`src/common/sts_consts.svh`:
```
// Purpose: Offsets, field positions, reset values and timing counts of the
//          supply and thermal status register bank.
// Assumes: Register addresses are the 7-bit SPI command addresses.
// Notes:   Definitions only; included by bare name.
`ifndef STS_CONSTS_SVH
`define STS_CONSTS_SVH

// Register addresses on the 7-bit command address.
`define STS_ADDR_SUP_A      7'h40
`define STS_ADDR_SUP_B      7'h41
`define STS_ADDR_THERM      7'h42

// Field positions in supply_fail_status_a.
`define STS_A_BATT_UV       6
`define STS_A_AUX_OC        4
`define STS_A_AUX_UV        3
`define STS_A_AUX_OT        2
`define STS_A_MAIN_OV       1
`define STS_A_MAIN_PW       0

// Field positions in supply_fail_status_b.
`define STS_B_POR           7
`define STS_B_HS_UV         6
`define STS_B_HS_OV         5
`define STS_B_SEC_OT        4
`define STS_B_SEC_UV        3
`define STS_B_MAIN_SC       2
`define STS_B_FS_UV         1
`define STS_B_MAIN_UV       0

// Field positions in thermal_protect_status.
`define STS_T_THERMAL_SHUTDOWN_LEVEL_TWO          2
`define STS_T_THERMAL_SHUTDOWN_LEVEL_ONE          1
`define STS_T_TPW           0

// Implemented bits; reserved positions outside these read as zero.
`define STS_SUP_A_MASK      8'h5f
`define STS_THERM_W         3

// Reset values after power-on reset and after a soft reset.
`define STS_SUP_A_RST       8'h00
`define STS_SUP_B_POR_RST   8'h80
`define STS_SUP_B_SOFT_RST  8'h00
`define STS_THERM_RST       3'h0

// Detection vector positions, as they pass the synchroniser.
`define STS_DET_W           14
`define STS_D_BATT_UV       0
`define STS_D_AUX_OC        1
`define STS_D_AUX_UV        2
`define STS_D_AUX_OT        3
`define STS_D_MAIN_OV       4
`define STS_D_MAIN_PW       5
`define STS_D_HS_UV         6
`define STS_D_HS_OV         7
`define STS_D_SEC_OT        8
`define STS_D_SEC_UV        9
`define STS_D_MAIN_UV       10
`define STS_D_FS_UV4        11
`define STS_D_THERMAL_SHUTDOWN_LEVEL_TWO          12
`define STS_D_THERMAL_SHUTDOWN_LEVEL_ONE          13

// Short-to-ground qualification time and clock rate.
`define STS_SC_TIME_US      4000
`define STS_CLK_MHZ         250
`define STS_SC_CNT_W        21

`endif

```
`src/common/sts_pkg.sv`:
```
// Purpose: Types of the supply and thermal status register bank.
// Assumes: Constants come from sts_consts.svh.
// Notes:   State of each module is one packed struct.
`include "sts_consts.svh"

package sts_pkg;

   // Operating mode of the chip, as reported by the mode controller.
   typedef enum logic [2:0]
   {
      STS_MODE_INIT    = 3'b000,
      STS_MODE_NORMAL  = 3'b001,
      STS_MODE_STOP    = 3'b010,
      STS_MODE_SLEEP   = 3'b011,
      STS_MODE_RESTART = 3'b100,
      STS_MODE_FAILSAFE = 3'b101
   } sts_mode_t;

   // Whole state of the register bank.
   typedef struct packed
   {
      logic [7:0]                 sup_a;
      logic [7:0]                 sup_b;
      logic [`STS_THERM_W-1:0]    therm;
      logic [`STS_SC_CNT_W-1:0]   sc_cnt;
      logic                       sc_cond;
      logic                       ro_seen;
      sts_mode_t                  mode_q;
      logic [7:0]                 rd_data;
      logic                       rd_valid;
      logic                       fs_req;
   } sts_state_t;

endpackage : sts_pkg

```
`src/common/sts_sync_if.sv`:
```
// Purpose: Carries detection levels into and out of the synchroniser.
// Assumes: One clock domain; the synchroniser adds two cycles.
// Notes:   Width follows the detection vector.
interface sts_sync_if #(
   parameter int W = 14
) ();
   logic [W-1:0] raw;
   logic [W-1:0] synced;

   modport src  (output raw, input synced);
   modport sync (input raw, output synced);
endinterface : sts_sync_if

```
`src/hdl/sts_sync.sv`:
```
// Purpose: Two-stage synchroniser for the analog detection levels.
// Assumes: Detection levels are slow compared with the clock.
// Notes:   The first stage feeds only the second stage.
module sts_sync #(
   parameter int W = 14
) (
   // Clock and reset.
   input wire logic   clock,
   input wire logic   rst_n,
   // Detection levels in and out.
   sts_sync_if.sync   port
);

   typedef struct packed
   {
      logic [W-1:0] meta;
      logic [W-1:0] stable;
   } sts_sync_st_t;

   sts_sync_st_t st_r;
   sts_sync_st_t st_nxt;

   // Shift the raw levels through two flip-flops.
   always_comb
   begin
      st_nxt        = st_r;
      st_nxt.meta   = port.raw;
      st_nxt.stable = st_r.meta;
   end

   // Register the state; reset clears both stages.
   always_ff @(posedge clock)
   begin
      if (!rst_n)
      begin
         st_r <= '0;
      end
      else
      begin
         st_r <= st_nxt;
      end
   end

   assign port.synced = st_r.stable;

endmodule : sts_sync

```
`src/hdl/sts_regs.sv`:
```
// Purpose: Sticky supply and thermal fault status registers, read and
//          cleared byte-wise by decoded SPI commands.
// Assumes: The SPI framing is decoded elsewhere into one command strobe
//          with address and access-mode bit; rst_n is the power-on reset.
// Notes:   Read data show the register before any clear of that command.
//
// Behaviour
// - Reserved bits read zero, ignore clears.
// - Status A bit 6 latches battery undervoltage.
// - Auxiliary regulator overcurrent, undervoltage, overtemperature latch.
// - Main regulator overvoltage and prewarning latch.
// - Prewarning uses its own fixed-threshold input.
// - Status B reads 80h after power-on, 00h soft.
// - High-side and second regulator faults latch.
// - Short flag after 4 ms below threshold.
// - Fail-safe entry and each undervoltage latch.
// - Undervoltage flag updates only in allowed modes.
// - Sleep with regulator off sets no main overvoltage, short or undervoltage flag.
// - Thermal shutdowns and prewarning latch; level two forces fail-safe.
// - Thermal flags stay until cleared by command.
// - Restart keeps thermal flags, reserved bits zero.
// - Restart clears fail-safe count flag only.
// - Access bit zero reads, one clears byte.
// - Flags never clear or change on their own.
`include "sts_consts.svh"

module sts_regs #(
   parameter int SC_CYCLES = `STS_SC_TIME_US * `STS_CLK_MHZ
) (
   // Clock and reset.
   input  wire logic                clock,
   input  wire logic                rst_n,
   // Decoded SPI command.
   input  wire logic                cmd_valid,
   input  wire logic [6:0]          cmd_addr,
   input  wire logic                cmd_clear,
   input  wire logic                soft_reset,
   // Answer to the command.
   output logic [7:0]               rd_data,
   output logic                     rd_valid,
   // Chip mode and regulator state.
   input  wire sts_pkg::sts_mode_t  mode,
   input  wire logic                main_reg_on,
   input  wire logic                reset_output_pin_released,
   // Supply detection levels.
   input  wire logic                battery_uv_det,
   input  wire logic                aux_reg_oc_det,
   input  wire logic                aux_reg_uv_det,
   input  wire logic                aux_reg_ot_det,
   input  wire logic                main_reg_ov_det,
   input  wire logic                main_reg_prewarn_det,
   input  wire logic                hs_supply_uv_det,
   input  wire logic                hs_supply_ov_det,
   input  wire logic                second_reg_ot_det,
   input  wire logic                second_reg_uv_det,
   input  wire logic                main_reg_uv_det,
   input  wire logic                failsafe_uv_entry_det,
   // Thermal detection levels.
   input  wire logic                thermal_level_two_det,
   input  wire logic                thermal_level_one_det,
   input  wire logic                thermal_prewarn_det,
   // Fail-safe request from the level-two shutdown flag.
   output logic                     thermal_failsafe_req
);

   import sts_pkg::*;

   localparam int CW = `STS_SC_CNT_W;
   localparam logic [CW-1:0] SC_LIM = CW'(SC_CYCLES);

   // The short timer must hold the qualification count.
   generate
      if (SC_CYCLES < 1 || SC_CYCLES >= (1 << CW))
      begin : g_bad_sc
         $error("SC_CYCLES out of range for the short timer");
      end
   endgenerate

   sts_state_t            st_r;
   sts_state_t            st_nxt;
   logic [`STS_DET_W-1:0] det;
   logic                  thermal_prewarn_sync;

   sts_sync_if #(.W(`STS_DET_W + 1)) sync_bus ();

   // Gather detection levels for synchronising.
   assign sync_bus.raw = {thermal_prewarn_det, thermal_level_one_det,
                          thermal_level_two_det, failsafe_uv_entry_det,
                          main_reg_uv_det, second_reg_uv_det,
                          second_reg_ot_det, hs_supply_ov_det,
                          hs_supply_uv_det, main_reg_prewarn_det,
                          main_reg_ov_det, aux_reg_ot_det,
                          aux_reg_uv_det, aux_reg_oc_det,
                          battery_uv_det};

   // Every detection level passes two flip-flops first.
   sts_sync #(.W(`STS_DET_W + 1)) sts_sync_i (
      .clock (clock),
      .rst_n (rst_n),
      .port  (sync_bus.sync)
   );

   assign det                  = sync_bus.synced[`STS_DET_W-1:0];
   assign thermal_prewarn_sync = sync_bus.synced[`STS_DET_W];

   // Compose the byte that a read of the given address returns.
   function automatic logic [7:0] read_byte(input logic [6:0] addr,
                                            input sts_state_t s);
      logic [7:0] b;
      b = 8'h00;
      case (addr)
         `STS_ADDR_SUP_A: b = s.sup_a & `STS_SUP_A_MASK;
         `STS_ADDR_SUP_B: b = s.sup_b;
         `STS_ADDR_THERM: b = {5'h00, s.therm};
         default:         b = 8'h00;
      endcase
      return b;
   endfunction : read_byte

   // Next-state logic: timer, mode gating, reads, clears and sets.
   always_comb
   begin
      logic       sleep_off;
      logic       uv_update;
      logic       restart_entry;
      logic       clr_a;
      logic       clr_b;
      logic       clr_t;
      logic [7:0] set_a;
      logic [7:0] set_b;
      logic [2:0] set_t;
      sleep_off     = 1'b0;
      uv_update     = 1'b0;
      restart_entry = 1'b0;
      clr_a         = 1'b0;
      clr_b         = 1'b0;
      clr_t         = 1'b0;
      set_a         = 8'h00;
      set_b         = 8'h00;
      set_t         = 3'h0;
      st_nxt        = st_r;
      st_nxt.mode_q = mode;
      st_nxt.rd_valid = 1'b0;

      // Regulator switched off during sleep blocks the main overvoltage, short and undervoltage flags.
      sleep_off = (mode == STS_MODE_SLEEP) && !main_reg_on;

      // Time how long the regulator output stays under threshold.
      if (main_reg_on && det[`STS_D_MAIN_UV])
      begin
         if (st_r.sc_cnt != SC_LIM)
         begin
            st_nxt.sc_cnt = st_r.sc_cnt + CW'(1);
         end
         st_nxt.sc_cond = (st_r.sc_cnt == SC_LIM);
      end
      else
      begin
         st_nxt.sc_cnt  = '0;
         st_nxt.sc_cond = 1'b0;
      end

      // Remember the first release of the reset output in init.
      if (mode == STS_MODE_INIT && reset_output_pin_released)
      begin
         st_nxt.ro_seen = 1'b1;
      end

      // Undervoltage updates in normal and stop, in init after reset release, else under a short.
      case (mode)
         STS_MODE_NORMAL,
         STS_MODE_STOP:    uv_update = 1'b1;
         STS_MODE_INIT:    uv_update = st_r.ro_seen;
         STS_MODE_RESTART: uv_update = st_r.sc_cond;
         default:          uv_update = st_r.sc_cond;
      endcase
      uv_update = uv_update && !sleep_off;

      restart_entry = (mode == STS_MODE_RESTART) &&
                      (st_r.mode_q != STS_MODE_RESTART);

      // Set terms of the first supply register.
      set_a[`STS_A_BATT_UV] = det[`STS_D_BATT_UV];
      set_a[`STS_A_AUX_OC]  = det[`STS_D_AUX_OC];
      set_a[`STS_A_AUX_UV]  = det[`STS_D_AUX_UV];
      set_a[`STS_A_AUX_OT]  = det[`STS_D_AUX_OT];
      set_a[`STS_A_MAIN_OV] = det[`STS_D_MAIN_OV] && !sleep_off;
      set_a[`STS_A_MAIN_PW] = det[`STS_D_MAIN_PW];

      // Set terms of the second supply register.
      set_b[`STS_B_HS_UV]   = det[`STS_D_HS_UV];
      set_b[`STS_B_HS_OV]   = det[`STS_D_HS_OV];
      set_b[`STS_B_SEC_OT]  = det[`STS_D_SEC_OT];
      set_b[`STS_B_SEC_UV]  = det[`STS_D_SEC_UV];
      set_b[`STS_B_MAIN_SC] = st_r.sc_cond && !sleep_off;
      set_b[`STS_B_FS_UV]   = det[`STS_D_FS_UV4];
      set_b[`STS_B_MAIN_UV] = det[`STS_D_MAIN_UV] && uv_update;

      // Set terms of the thermal register.
      set_t[`STS_T_THERMAL_SHUTDOWN_LEVEL_TWO] = det[`STS_D_THERMAL_SHUTDOWN_LEVEL_TWO];
      set_t[`STS_T_THERMAL_SHUTDOWN_LEVEL_ONE] = det[`STS_D_THERMAL_SHUTDOWN_LEVEL_ONE];
      set_t[`STS_T_TPW]  = thermal_prewarn_sync;

      // A command answers with the byte before any clear.
      if (cmd_valid)
      begin
         st_nxt.rd_valid = 1'b1;
         st_nxt.rd_data  = read_byte(cmd_addr, st_r);
         clr_a = cmd_clear && (cmd_addr == `STS_ADDR_SUP_A);
         clr_b = cmd_clear && (cmd_addr == `STS_ADDR_SUP_B);
         clr_t = cmd_clear && (cmd_addr == `STS_ADDR_THERM);
      end

      // A clear command removes the flags of its byte; sets win over clears.
      st_nxt.sup_a = ((clr_a ? 8'h00 : st_r.sup_a) | set_a)
                     & `STS_SUP_A_MASK;
      st_nxt.sup_b = (clr_b ? 8'h00 : st_r.sup_b) | set_b;
      st_nxt.therm = (clr_t ? 3'h0 : st_r.therm) | set_t;

      // Restart entry drops only the fail-safe count flag.
      if (restart_entry && !set_b[`STS_B_FS_UV])
      begin
         st_nxt.sup_b[`STS_B_FS_UV] = 1'b0;
      end
      // Thermal flags pass restart entry untouched.

      st_nxt.fs_req = st_nxt.therm[`STS_T_THERMAL_SHUTDOWN_LEVEL_TWO];

      // Soft reset returns every register to its soft value.
      if (soft_reset)
      begin
         st_nxt.sup_a   = `STS_SUP_A_RST;
         st_nxt.sup_b   = `STS_SUP_B_SOFT_RST;
         st_nxt.therm   = `STS_THERM_RST;
         st_nxt.fs_req  = 1'b0;
         st_nxt.ro_seen = 1'b0;
      end
   end

   // Register the state; power-on reset marks the POR flag.
   always_ff @(posedge clock)
   begin
      if (!rst_n)
      begin
         st_r        <= '0;
         st_r.sup_b  <= `STS_SUP_B_POR_RST;
         st_r.mode_q <= STS_MODE_INIT;
      end
      else
      begin
         st_r <= st_nxt;
      end
   end

   // Outputs come straight from the state flip-flops.
   assign rd_data              = st_r.rd_data;
   assign rd_valid             = st_r.rd_valid;
   assign thermal_failsafe_req = st_r.fs_req;

endmodule : sts_regs

```
`config.mk`:
```
export PLATFORM = sky130hd
export DESIGN_NAME = sts_regs
export DESIGN_NICKNAME = d
export VERILOG_FILES = /design/src/common/sts_pkg.sv /design/src/common/sts_sync_if.sv /design/src/hdl/sts_sync.sv /design/src/hdl/sts_regs.sv
export VERILOG_INCLUDE_DIRS = /design/src /design/src/common
export SDC_FILE = /design/constraint.sdc
export NUM_CORES = 1
export LEC_CHECK = 0
export CORE_MARGIN = 4
export CORE_UTILIZATION = 40
export CTS_CLUSTER_DIAMETER = 200
export DETAILED_ROUTE_END_ITERATION = 16
export DONT_BUFFER_PORTS = 1
export HOLD_SLACK_MARGIN = 0.06
export MAX_ROUTING_LAYER = met4
export SETUP_SLACK_MARGIN = 0.05
export SYNTH_ARGS = -nofsm -noshare
export SYNTH_HDL_FRONTEND = slang
export SYNTH_SLANG_ARGS = --single-unit
```
`constraint.sdc`:
```
create_clock -name clock -period 2.25 [get_ports clock]
set_input_delay 0.3375 -clock clock [delete_from_list [all_inputs] [get_ports clock]]
set_output_delay 0.3375 -clock clock [all_outputs]
set_load 0.005 [all_outputs]
```
; ---- Word-level counts from Yosys, hierarchy flattened
; Index checks and enable logic that the tools add are counted.
[totals]
ff_bits = 83
inputBits = 32
out_inout_bits = 10
elab_cells = 60
[op_classes]
add_sub_neg = 1
eq_ne = 10
n_mux = 11
n_bitwise = 4
n_reduce_logical = 20
[op_table]
columns = operator, count
row1 = 8-bit case mux with 3 select lines, 1
row2 = 21-bit by 1-bit adder with 21-bit output (second input constant), 1
row3 = 21-bit by 20-bit equality test with 1-bit output (second input constant), 1
row4 = 7-bit equality test (second input constant), 3
row5 = 21-bit by 20-bit inequality test with 1-bit output (second input constant), 1
row6 = 1-bit logical AND, 12
row7 = 11-bit two-way mux, 1
row8 = 8-bit two-way mux, 1
row9 = 8-bit by 7-bit OR with 8-bit output, 1
row10 = 7-bit two-way mux, 1
row11 = 7-bit OR, 1
row12 = 3-bit by 2-bit equality test with 1-bit output (second input constant), 2
row13 = 1-bit two-way mux, 5
row14 = 2-bit OR reduction, 2
row15 = 3-bit by 1-bit equality test with 1-bit output (second input constant), 1
row16 = 3-bit equality test (second input constant), 1
row17 = 1-bit zero test, 3
row18 = 3-bit zero test, 1
row19 = 3-bit two-way mux, 1
row20 = 3-bit inequality test (second input constant), 1
row21 = 3-bit OR, 1
row22 = 3-bit OR reduction, 1
row23 = 1-bit case mux with 2 select lines, 1
row24 = 2-bit AND reduction, 1
row25 = 1-bit inverter, 1

; ---- Logic depth before layout (Yosys ltp)
; Gate-level depths: netlist of the first run.
[depth]
ltp_word = 8
ltp_mapped = 6
ltp_nobuf = 6

; ---- Modules after synthesis
; A second synthesis of the first run with hierarchy kept.
[unflattened]
cells_unflattened = 317
area_unflattened_um2 = 3099.2
[modules_own_cells]
columns = mod, instances, cells_each, area_per_inst_um2, seq_area_each_um2
row1 = sts_regs, 1, 254, 2287.2, 1041.0
row2 = sts_sync, 1, 63, 812.0, 600.6

; ---- Worst setup path before layout of the first run
; OpenSTA, ideal clock, no wires.
[synth_path]
path_type = reg-to-reg
from = reg st_r[15] (netlist bit)
to = reg st_r[32] (netlist bit)
setup_time_ps = 72
arrival_ps = 1565
setup_slack_ps = 613
stages_incl_launch_ff = 7
path_buffers = 0
path_cell_list = dfxtp_1 -> inv_1 -> ha_1 -> nor4bb_1 -> and4_1 -> a2111oi_1 -> mux2i_1
[synth_between]
elab_chain_len = 1
word_cells_on_any_way = 2
classes_between = add/sub (1) / eq/ne (1)
[synth_rtl]
columns = item, line
row1 = from (decl), sts_regs.sv:79  ; sts_state_t st_r;
row2 = from (signal assigned), sts_regs.sv:251  ; st_r <= st_nxt;
row3 = 21-bit by 1-bit adder with 21-bit output or 21-bit by 20-bit inequality test with 1-bit output (tied branches), "sts_regs.sv:153, sts_regs.sv:151"
; Parallel ways exist; a longest one is shown, timed or not.
; A chain may end at the register's enable or synchronous reset.

; ---- Worst setup path in the final report of the first run
[layout_path]
from = reg st_r[17] (netlist bit)
to = reg st_r[34] (netlist bit)
; The elaborated chain is that of the path after synthesis.

==> flow_summary_export.csv, run 1 <==
group,metric,value,unit
clocking,cts_tree,"done",
clocking,cts_sinks,82,
route,vias,2110,
worst_setup_path,crit_path_max_fanout,9,
clocking,cts_buffer_depth,2,
synth,synth_seq_cells,82,
worst_setup_path,worst_setup_path_start_kind,"flop",
floorplan,die-width,96.9,µm
power_and_ir_drop,p_per_area,800,nW/µm²
timing,max_slew_margin,46.1,%
synth,yosysWarnings,0,
clocking,ctsHoldBuffers,0,
hold_path,hp-class,"input pin to flop",
synth,netlist_area,3160,µm²
timing,setup_violations,0,
worst_setup_path,cp.required,2.51,ns
timing,period_needed,1.91,ns
power_and_ir_drop,p_leak,1.19,nW
worst_setup_path,r2r_start,"st_r[17]$_SDFFE_PN0N_",
hold_path,hold_path.startpoint,"rst_n",
synth,seq_area_frac_synth,51.9,%
floorplan,io_pins,42,
timing,worst_slew_pin_slew,0.806,ns
timing,fin_skew,0.0120,ns
clocking,post_cts_buffers,0,
global_route,antenna_found_initial,0,
global_route,track_usage,13.0,%
timing,final_hold_viol_count,0,
timing,setup_tns,0,ns
hold_path,min_path_cells,1,
global_route,grt_max_degree,46,
route,drt-initial-drc-count,87,
cells_and_area,area_growth,6.93,%
global_route,overflow,0,
cells_and_area,layout_common_cells,"dfxtp_1, and2_1, nand2_1",
placement,place_hpwl,3.94,mm
floorplan,coreArea,7690,µm²
synth,synth_edf_count,0,
cells_and_area,drive_gt1_share,8.00,%
clocking,clk_pin_slew,0.08,ns
worst_setup_path,rr_worst_depth,4,
outcome,status,"complete, no violations",
route,route.detailed.drc,0,
timing,slew_violations,0,
worst_setup_path,r2r_slack,0.34,ns
worst_setup_path,timing_worst_setup_path_type,"flop to flop",
synth,synth_nets,366,
synth,synthDistinctLibCells,47,
worst_setup_path,reg2reg_to,"st_r[34]$_SDFFE_PN0N_",
clocking,root_buffer,"clkbuf_8",
worst_setup_path,cp-end-kind,"flop",
route,wl,5.67,mm
cells_and_area,nNetsFinal,354,
synth,syn_inst,332,
placement,place_congestion,0.767,
floorplan,initial_core_util,41.1,%
hold_path,holdPathEnd,"st_r[46]$_SDFFE_PN1P_",
route,firstDrtPassIters,4,
timing,fmax,523,MHz
clocking,clock_latency,0.34,ns
floorplan,dieArea,9390,µm²
power_and_ir_drop,peakVddDrop,0.359,mV
route,via_per_inst,4.94,
synth,avgSynthCellArea,9.52,µm²
synth,synthFlopType,"dfxtp_1",
timing,rsz0062_at_grt,"no",
timing,finalCritPeriodShare,84.9,%
floorplan,rows,32,
clocking,htree_levels,3,
flow_run,cap_violations,0,
power_and_ir_drop,power,2.71,mW
cells_and_area,final_common_cell,"dfxtp_1",
placement,portBuffers,0,
clocking,numCtsBuffers,9,
route,avgRoutedWirePerCell,13.3,µm
global_route,grt_pass1_vias,2023,
floorplan,die_h,96.9,µm
global_route,grt_pass1_wl,9.77,mm
route,drtAntennaViolNets,0,
synth,async_flop_share,0,%
worst_setup_path,arrival,2.17,ns
clocking,cts_resized,0,
cells_and_area,n_antenna_cell,0,
-- where the power goes --
part	switching [mW]	internal [mW]	leakage (nW)
registers	0.0118	1.49	0.669
clock network	0.520	0.627	0.103
logic	0.0265	0.0334	0.420
-- cells by family after synthesis --
logic type	Yosys count	share of synthesized area, %
AOI/OAI and AO/OA	54	10.2
xor gates and xnor gates	9	2.49
adders and majority gates	2	0.791
buffers and inverters	30	4.79
DFF	82	51.9
muxes	8	2.65
and+or+nand+nor	147	27.1
-- how the worst max path moves through the flow --
stage | from | to | slack (ns) | cells past startpoint
after floorplan | st_r[15]$_SDFFE_PN0N_ | st_r[32]$_SDFFE_PN0N_ | 0.61 | 6
after global placement | st_r[17]$_SDFFE_PN0N_ | st_r[34]$_SDFFE_PN0N_ | 0.41 | 4
after detailed placement | st_r[17]$_SDFFE_PN0N_ | st_r[34]$_SDFFE_PN0N_ | 0.37 | 4
after CTS | st_r[17]$_SDFFE_PN0N_ | st_r[34]$_SDFFE_PN0N_ | 0.36 | 4
after global routing | st_r[17]$_SDFFE_PN0N_ | st_r[32]$_SDFFE_PN0N_ | 0.18 | 4
final | st_r[17]$_SDFFE_PN0N_ | st_r[34]$_SDFFE_PN0N_ | 0.34 | 4
-- through the flow --
stage / util, % / setup slack, ns / cells / area, µm² / hold WS (ns)
floorplan: - / 0.613 / 332 / 3160 / 0.401
detailed placement: 41.2 / 0.368 / 411 / 3160 / 0.410
CTS: 44.0 / 0.360 / 427 / 3380 / 0.0620
global route: 44.0 / 0.178 / 427 / 3380 / 0.0750
finish: 44.0 / 0.340 / 427 / 3380 / 0.0712
global placement: 41.2 / 0.409 / 411 / 3160 / 0.413
-- cell usage after synthesis (all sizes together), types with 3 or more instances --
cell type	count	share of area, %
nor3	3	0.47
inv	7	0.83
mux2i	5	1.6
nand3	13	2.1
nand4	11	2.8
buf	10	2.4
nor4	3	0.79
xor2	8	2.2
dfxtp	82	52
and3	3	0.59
and4	5	1.5
nand2	23	2.7
mux2	3	1.1
o21ai	16	2.5
nand2b	9	1.8
a21boi	5	1.2
or4	3	0.83
o31ai	3	0.71
clkbuf	13	1.5
and2	37	7.3
or3	4	0.79
nor2	22	2.6
nor2b	3	0.59
a21oi	22	3.5
-- critical path, cell delays in order, from the launching register on --
cell and delay, ns:
dfxtp_1 0.44, and4_1 0.45, nand4_2 0.25, or4_1 0.54, a21oi_1 0.15
-- metal layers --
metal	wire, µm	global-route usage, %
met5	0	-
met3	347	4.25
met1	2870	18.0
met2	2340	17.0
met4	104	5.83
-- sequential cells by signal, indices dropped and copies added, names as in the netlist --
name,cells
sts_sync_i.port.synced,15
rd_data,8
sts_sync_i.st_nxt,15
st_r,43
rd_valid,1
-- cell type report --
class                   instances  area [µm²]
well taps                     102         128
flip-flops and latches         82        1640
clock inverters                 6        88.8
multi-input cells             220        1370
clock buffers                  10         128
inverters                       7        26.3
fillers                       775        4310
(Power assumes the default switching activity.)
==> run 2: changes to the inputs <==
==> constraint.sdc (replaced) <==
create_clock -name clock -period 1.9 [get_ports clock]
set_input_delay 0.285 -clock clock [delete_from_list [all_inputs] [get_ports clock]]
set_output_delay 0.285 -clock clock [all_outputs]
set_load 0.005 [all_outputs]
==> flow_summary_export.csv, run 2 (synthesized netlist as in run 1, its figures left out) <==
group,metric,value,unit
route,wl,6.18,mm
global_route,grt_max_degree,33,
timing,fmax,574,MHz
clocking,post_cts_buffers,0,
clocking,cts_sinks,82,
route,vias,2247,
placement,place_hpwl,4.11,mm
floorplan,die-width,96.9,µm
clocking,htree_levels,3,
timing,fin_skew,0.00601,ns
floorplan,dieArea,9390,µm²
cells_and_area,final_common_cell,"dfxtp_1",
cells_and_area,area_growth,15.4,%
worst_setup_path,worst_setup_path_start_kind,"flop",
timing,worst_slew_pin_slew,0.952,ns
worst_setup_path,worst_path_max_delay_cell,"or4_1",
power_and_ir_drop,p_int,2.61,mW
timing,period_needed,1.74,ns
cells_and_area,drive_gt1_share,10.3,%
worst_setup_path,cp.required,2.18,ns
cells_and_area,layout_common_cells,"dfxtp_1, and2_1, nand2_1",
clocking,cts_buffer_depth,2,
route,drtAntennaViolNets,0,
worst_setup_path,crit_chain,"and4_1 > nand4_2 > or4_1 > a21oi_1",
clocking,cts_tree,"done",
worst_setup_path,arrival,2.02,ns
worst_setup_path,critPathMaxStageDelay,0.55,ns
timing,slew_violations,0,
clocking,numCtsBuffers,9,
power_and_ir_drop,peakVddDrop,0.508,mV
cells_and_area,largest_reg_flops,43,
cells_and_area,stdcell_count,452,
route,drt-initial-drc-count,109,
cells_and_area,regMostFlops,"st_r",
floorplan,coreArea,7690,µm²
power_and_ir_drop,power,3.30,mW
global_route,track_usage,14.4,%
power_and_ir_drop,power_switching,0.688,mW
route,via_per_inst,4.97,
power_and_ir_drop,p_leak,1.31,nW
placement,place_congestion,0.778,
power_and_ir_drop,p_sw_share,20.8,%
clocking,root_buffer,"clkbuf_8",
clocking,clk_pin_slew,0.08,ns
power_and_ir_drop,p_clk_share,42.8,%
floorplan,io_pins,42,
outcome,status,"complete, no violations",
timing,finalCritPeriodShare,91.7,%
flow_run,cap_violations,0,
floorplan,die_h,96.9,µm
global_route,grt_pass1_vias,2275,
timing,final_hold_viol_count,0,
floorplan,rows,32,
placement,placed_cells,418,
placement,placed_cell_area,3220,µm²
global_route,grt_pass1_wl,10.7,mm
global_route,antenna_found_initial,0,
power_and_ir_drop,power_frac_comb,3.4,%
timing,setup_tns,0,ns
power_and_ir_drop,p_per_area,904,nW/µm²
route,firstDrtPassIters,4,
route,avgRoutedWirePerCell,13.7,µm
hold_path,hp-class,"input pin to flop",
timing,max_slew_margin,36.3,%
worst_setup_path,timing_worst_setup_path_type,"flop to flop",
placement,portBuffers,0,
floorplan,initial_core_util,41.1,%
worst_setup_path,cp-end-kind,"flop",
clocking,clock_latency,0.34,ns
cells_and_area,stdcell_area,3650,µm²
global_route,overflow,0,
cells_and_area,nNetsFinal,379,
cells_and_area,n_antenna_cell,0,
route,route.detailed.drc,0,
power_and_ir_drop,pwr-share-seq,53.8,%
timing,setup_violations,0,
timing,rsz0062_at_grt,"yes",
worst_setup_path,crit_path_max_fanout,7,
run 2: cell count changes in the layout (fill, tap and decap cells not counted), sizes merged:
cell / previous run / this run
inv: 8 / 9
clkinvlp: 2 / 1
clkbuf: 10 / 11
clkinv: 1 / 0
buf: 0 / 7
dlygate4sd3: 0 / 18
run 2: stage by stage:
stage          utilization, %  setup slack (ns)  hold WS, ns
2_1_floorplan               -             0.263        0.401
3_5_place_dp             41.8             0.130        0.373
6_report                 47.5             0.159       0.0831
3_3_place_gp             41.8             0.183        0.369
4_1_cts                  47.1            0.0935       0.0618
5_1_grt                  47.5            0.0159       0.0606
run 2: final cells by class:
type,count,area (µm²)
clock buffers,11,141
clock inverters,5,85.1
fillers,737,4040
inverters,7,26.3
multi-input cells,220,1400
flip-flops and latches,82,1640
well taps,102,128
repair buffers,25,233
run 2: path summary, 6_finish.rpt:
check	start	endpoint	slack, ns	cells past startpoint
max	st_r[17]$_SDFFE_PN0N_	st_r[34]$_SDFFE_PN0N_	0.16	4
min	rst_n	rd_data[3]$_SDFFE_PN0P_	0.08	1
max reg2reg	st_r[17]$_SDFFE_PN0N_	st_r[34]$_SDFFE_PN0N_	0.16	4
min reg2reg	sts_sync_i.st_nxt[10]$_SDFF_PN0_	sts_sync_i.port.synced[10]$_SDFF_PN0_	0.44	1
run 2: power groups by stage:
stage	clock (mW)	combinational (mW)	sequential, mW
2_1_floorplan	0	0.0763	1.81
3_3_place_gp	0	0.0731	1.81
3_5_place_dp	0	0.0749	1.82
4_1_cts	1.46	0.112	1.77
5_1_grt	1.54	0.127	1.78
6_report	1.41	0.113	1.77
run 2: worst max-delay path: cells and delay by family (launching register included):
kind / cells / cell delay, ns
AOI/OAI and AO/OA: 1 / 0.14
and+or+nand+nor: 3 / 1.11
DFF: 1 / 0.42
run 2: timing repair:
item                                    CTS  global route
gates resized for setup                   0             4
endpoints found under the hold margin    32             0
hold buffers                             18             0
endpoints found under the setup margin    0             3
run 2: metal layers:
metal | global-route usage, % | up-vias | share of wire (%) | wire, µm
li1 | - | 1154 | - | -
met1 | 18.5 | 1039 | 50 | 3080
met2 | 20.5 | 42 | 43 | 2650
met3 | 3.89 | 12 | 5.0 | 311
met4 | 7.45 | 0 | 2.2 | 135
met5 | - | - | 0 | 0
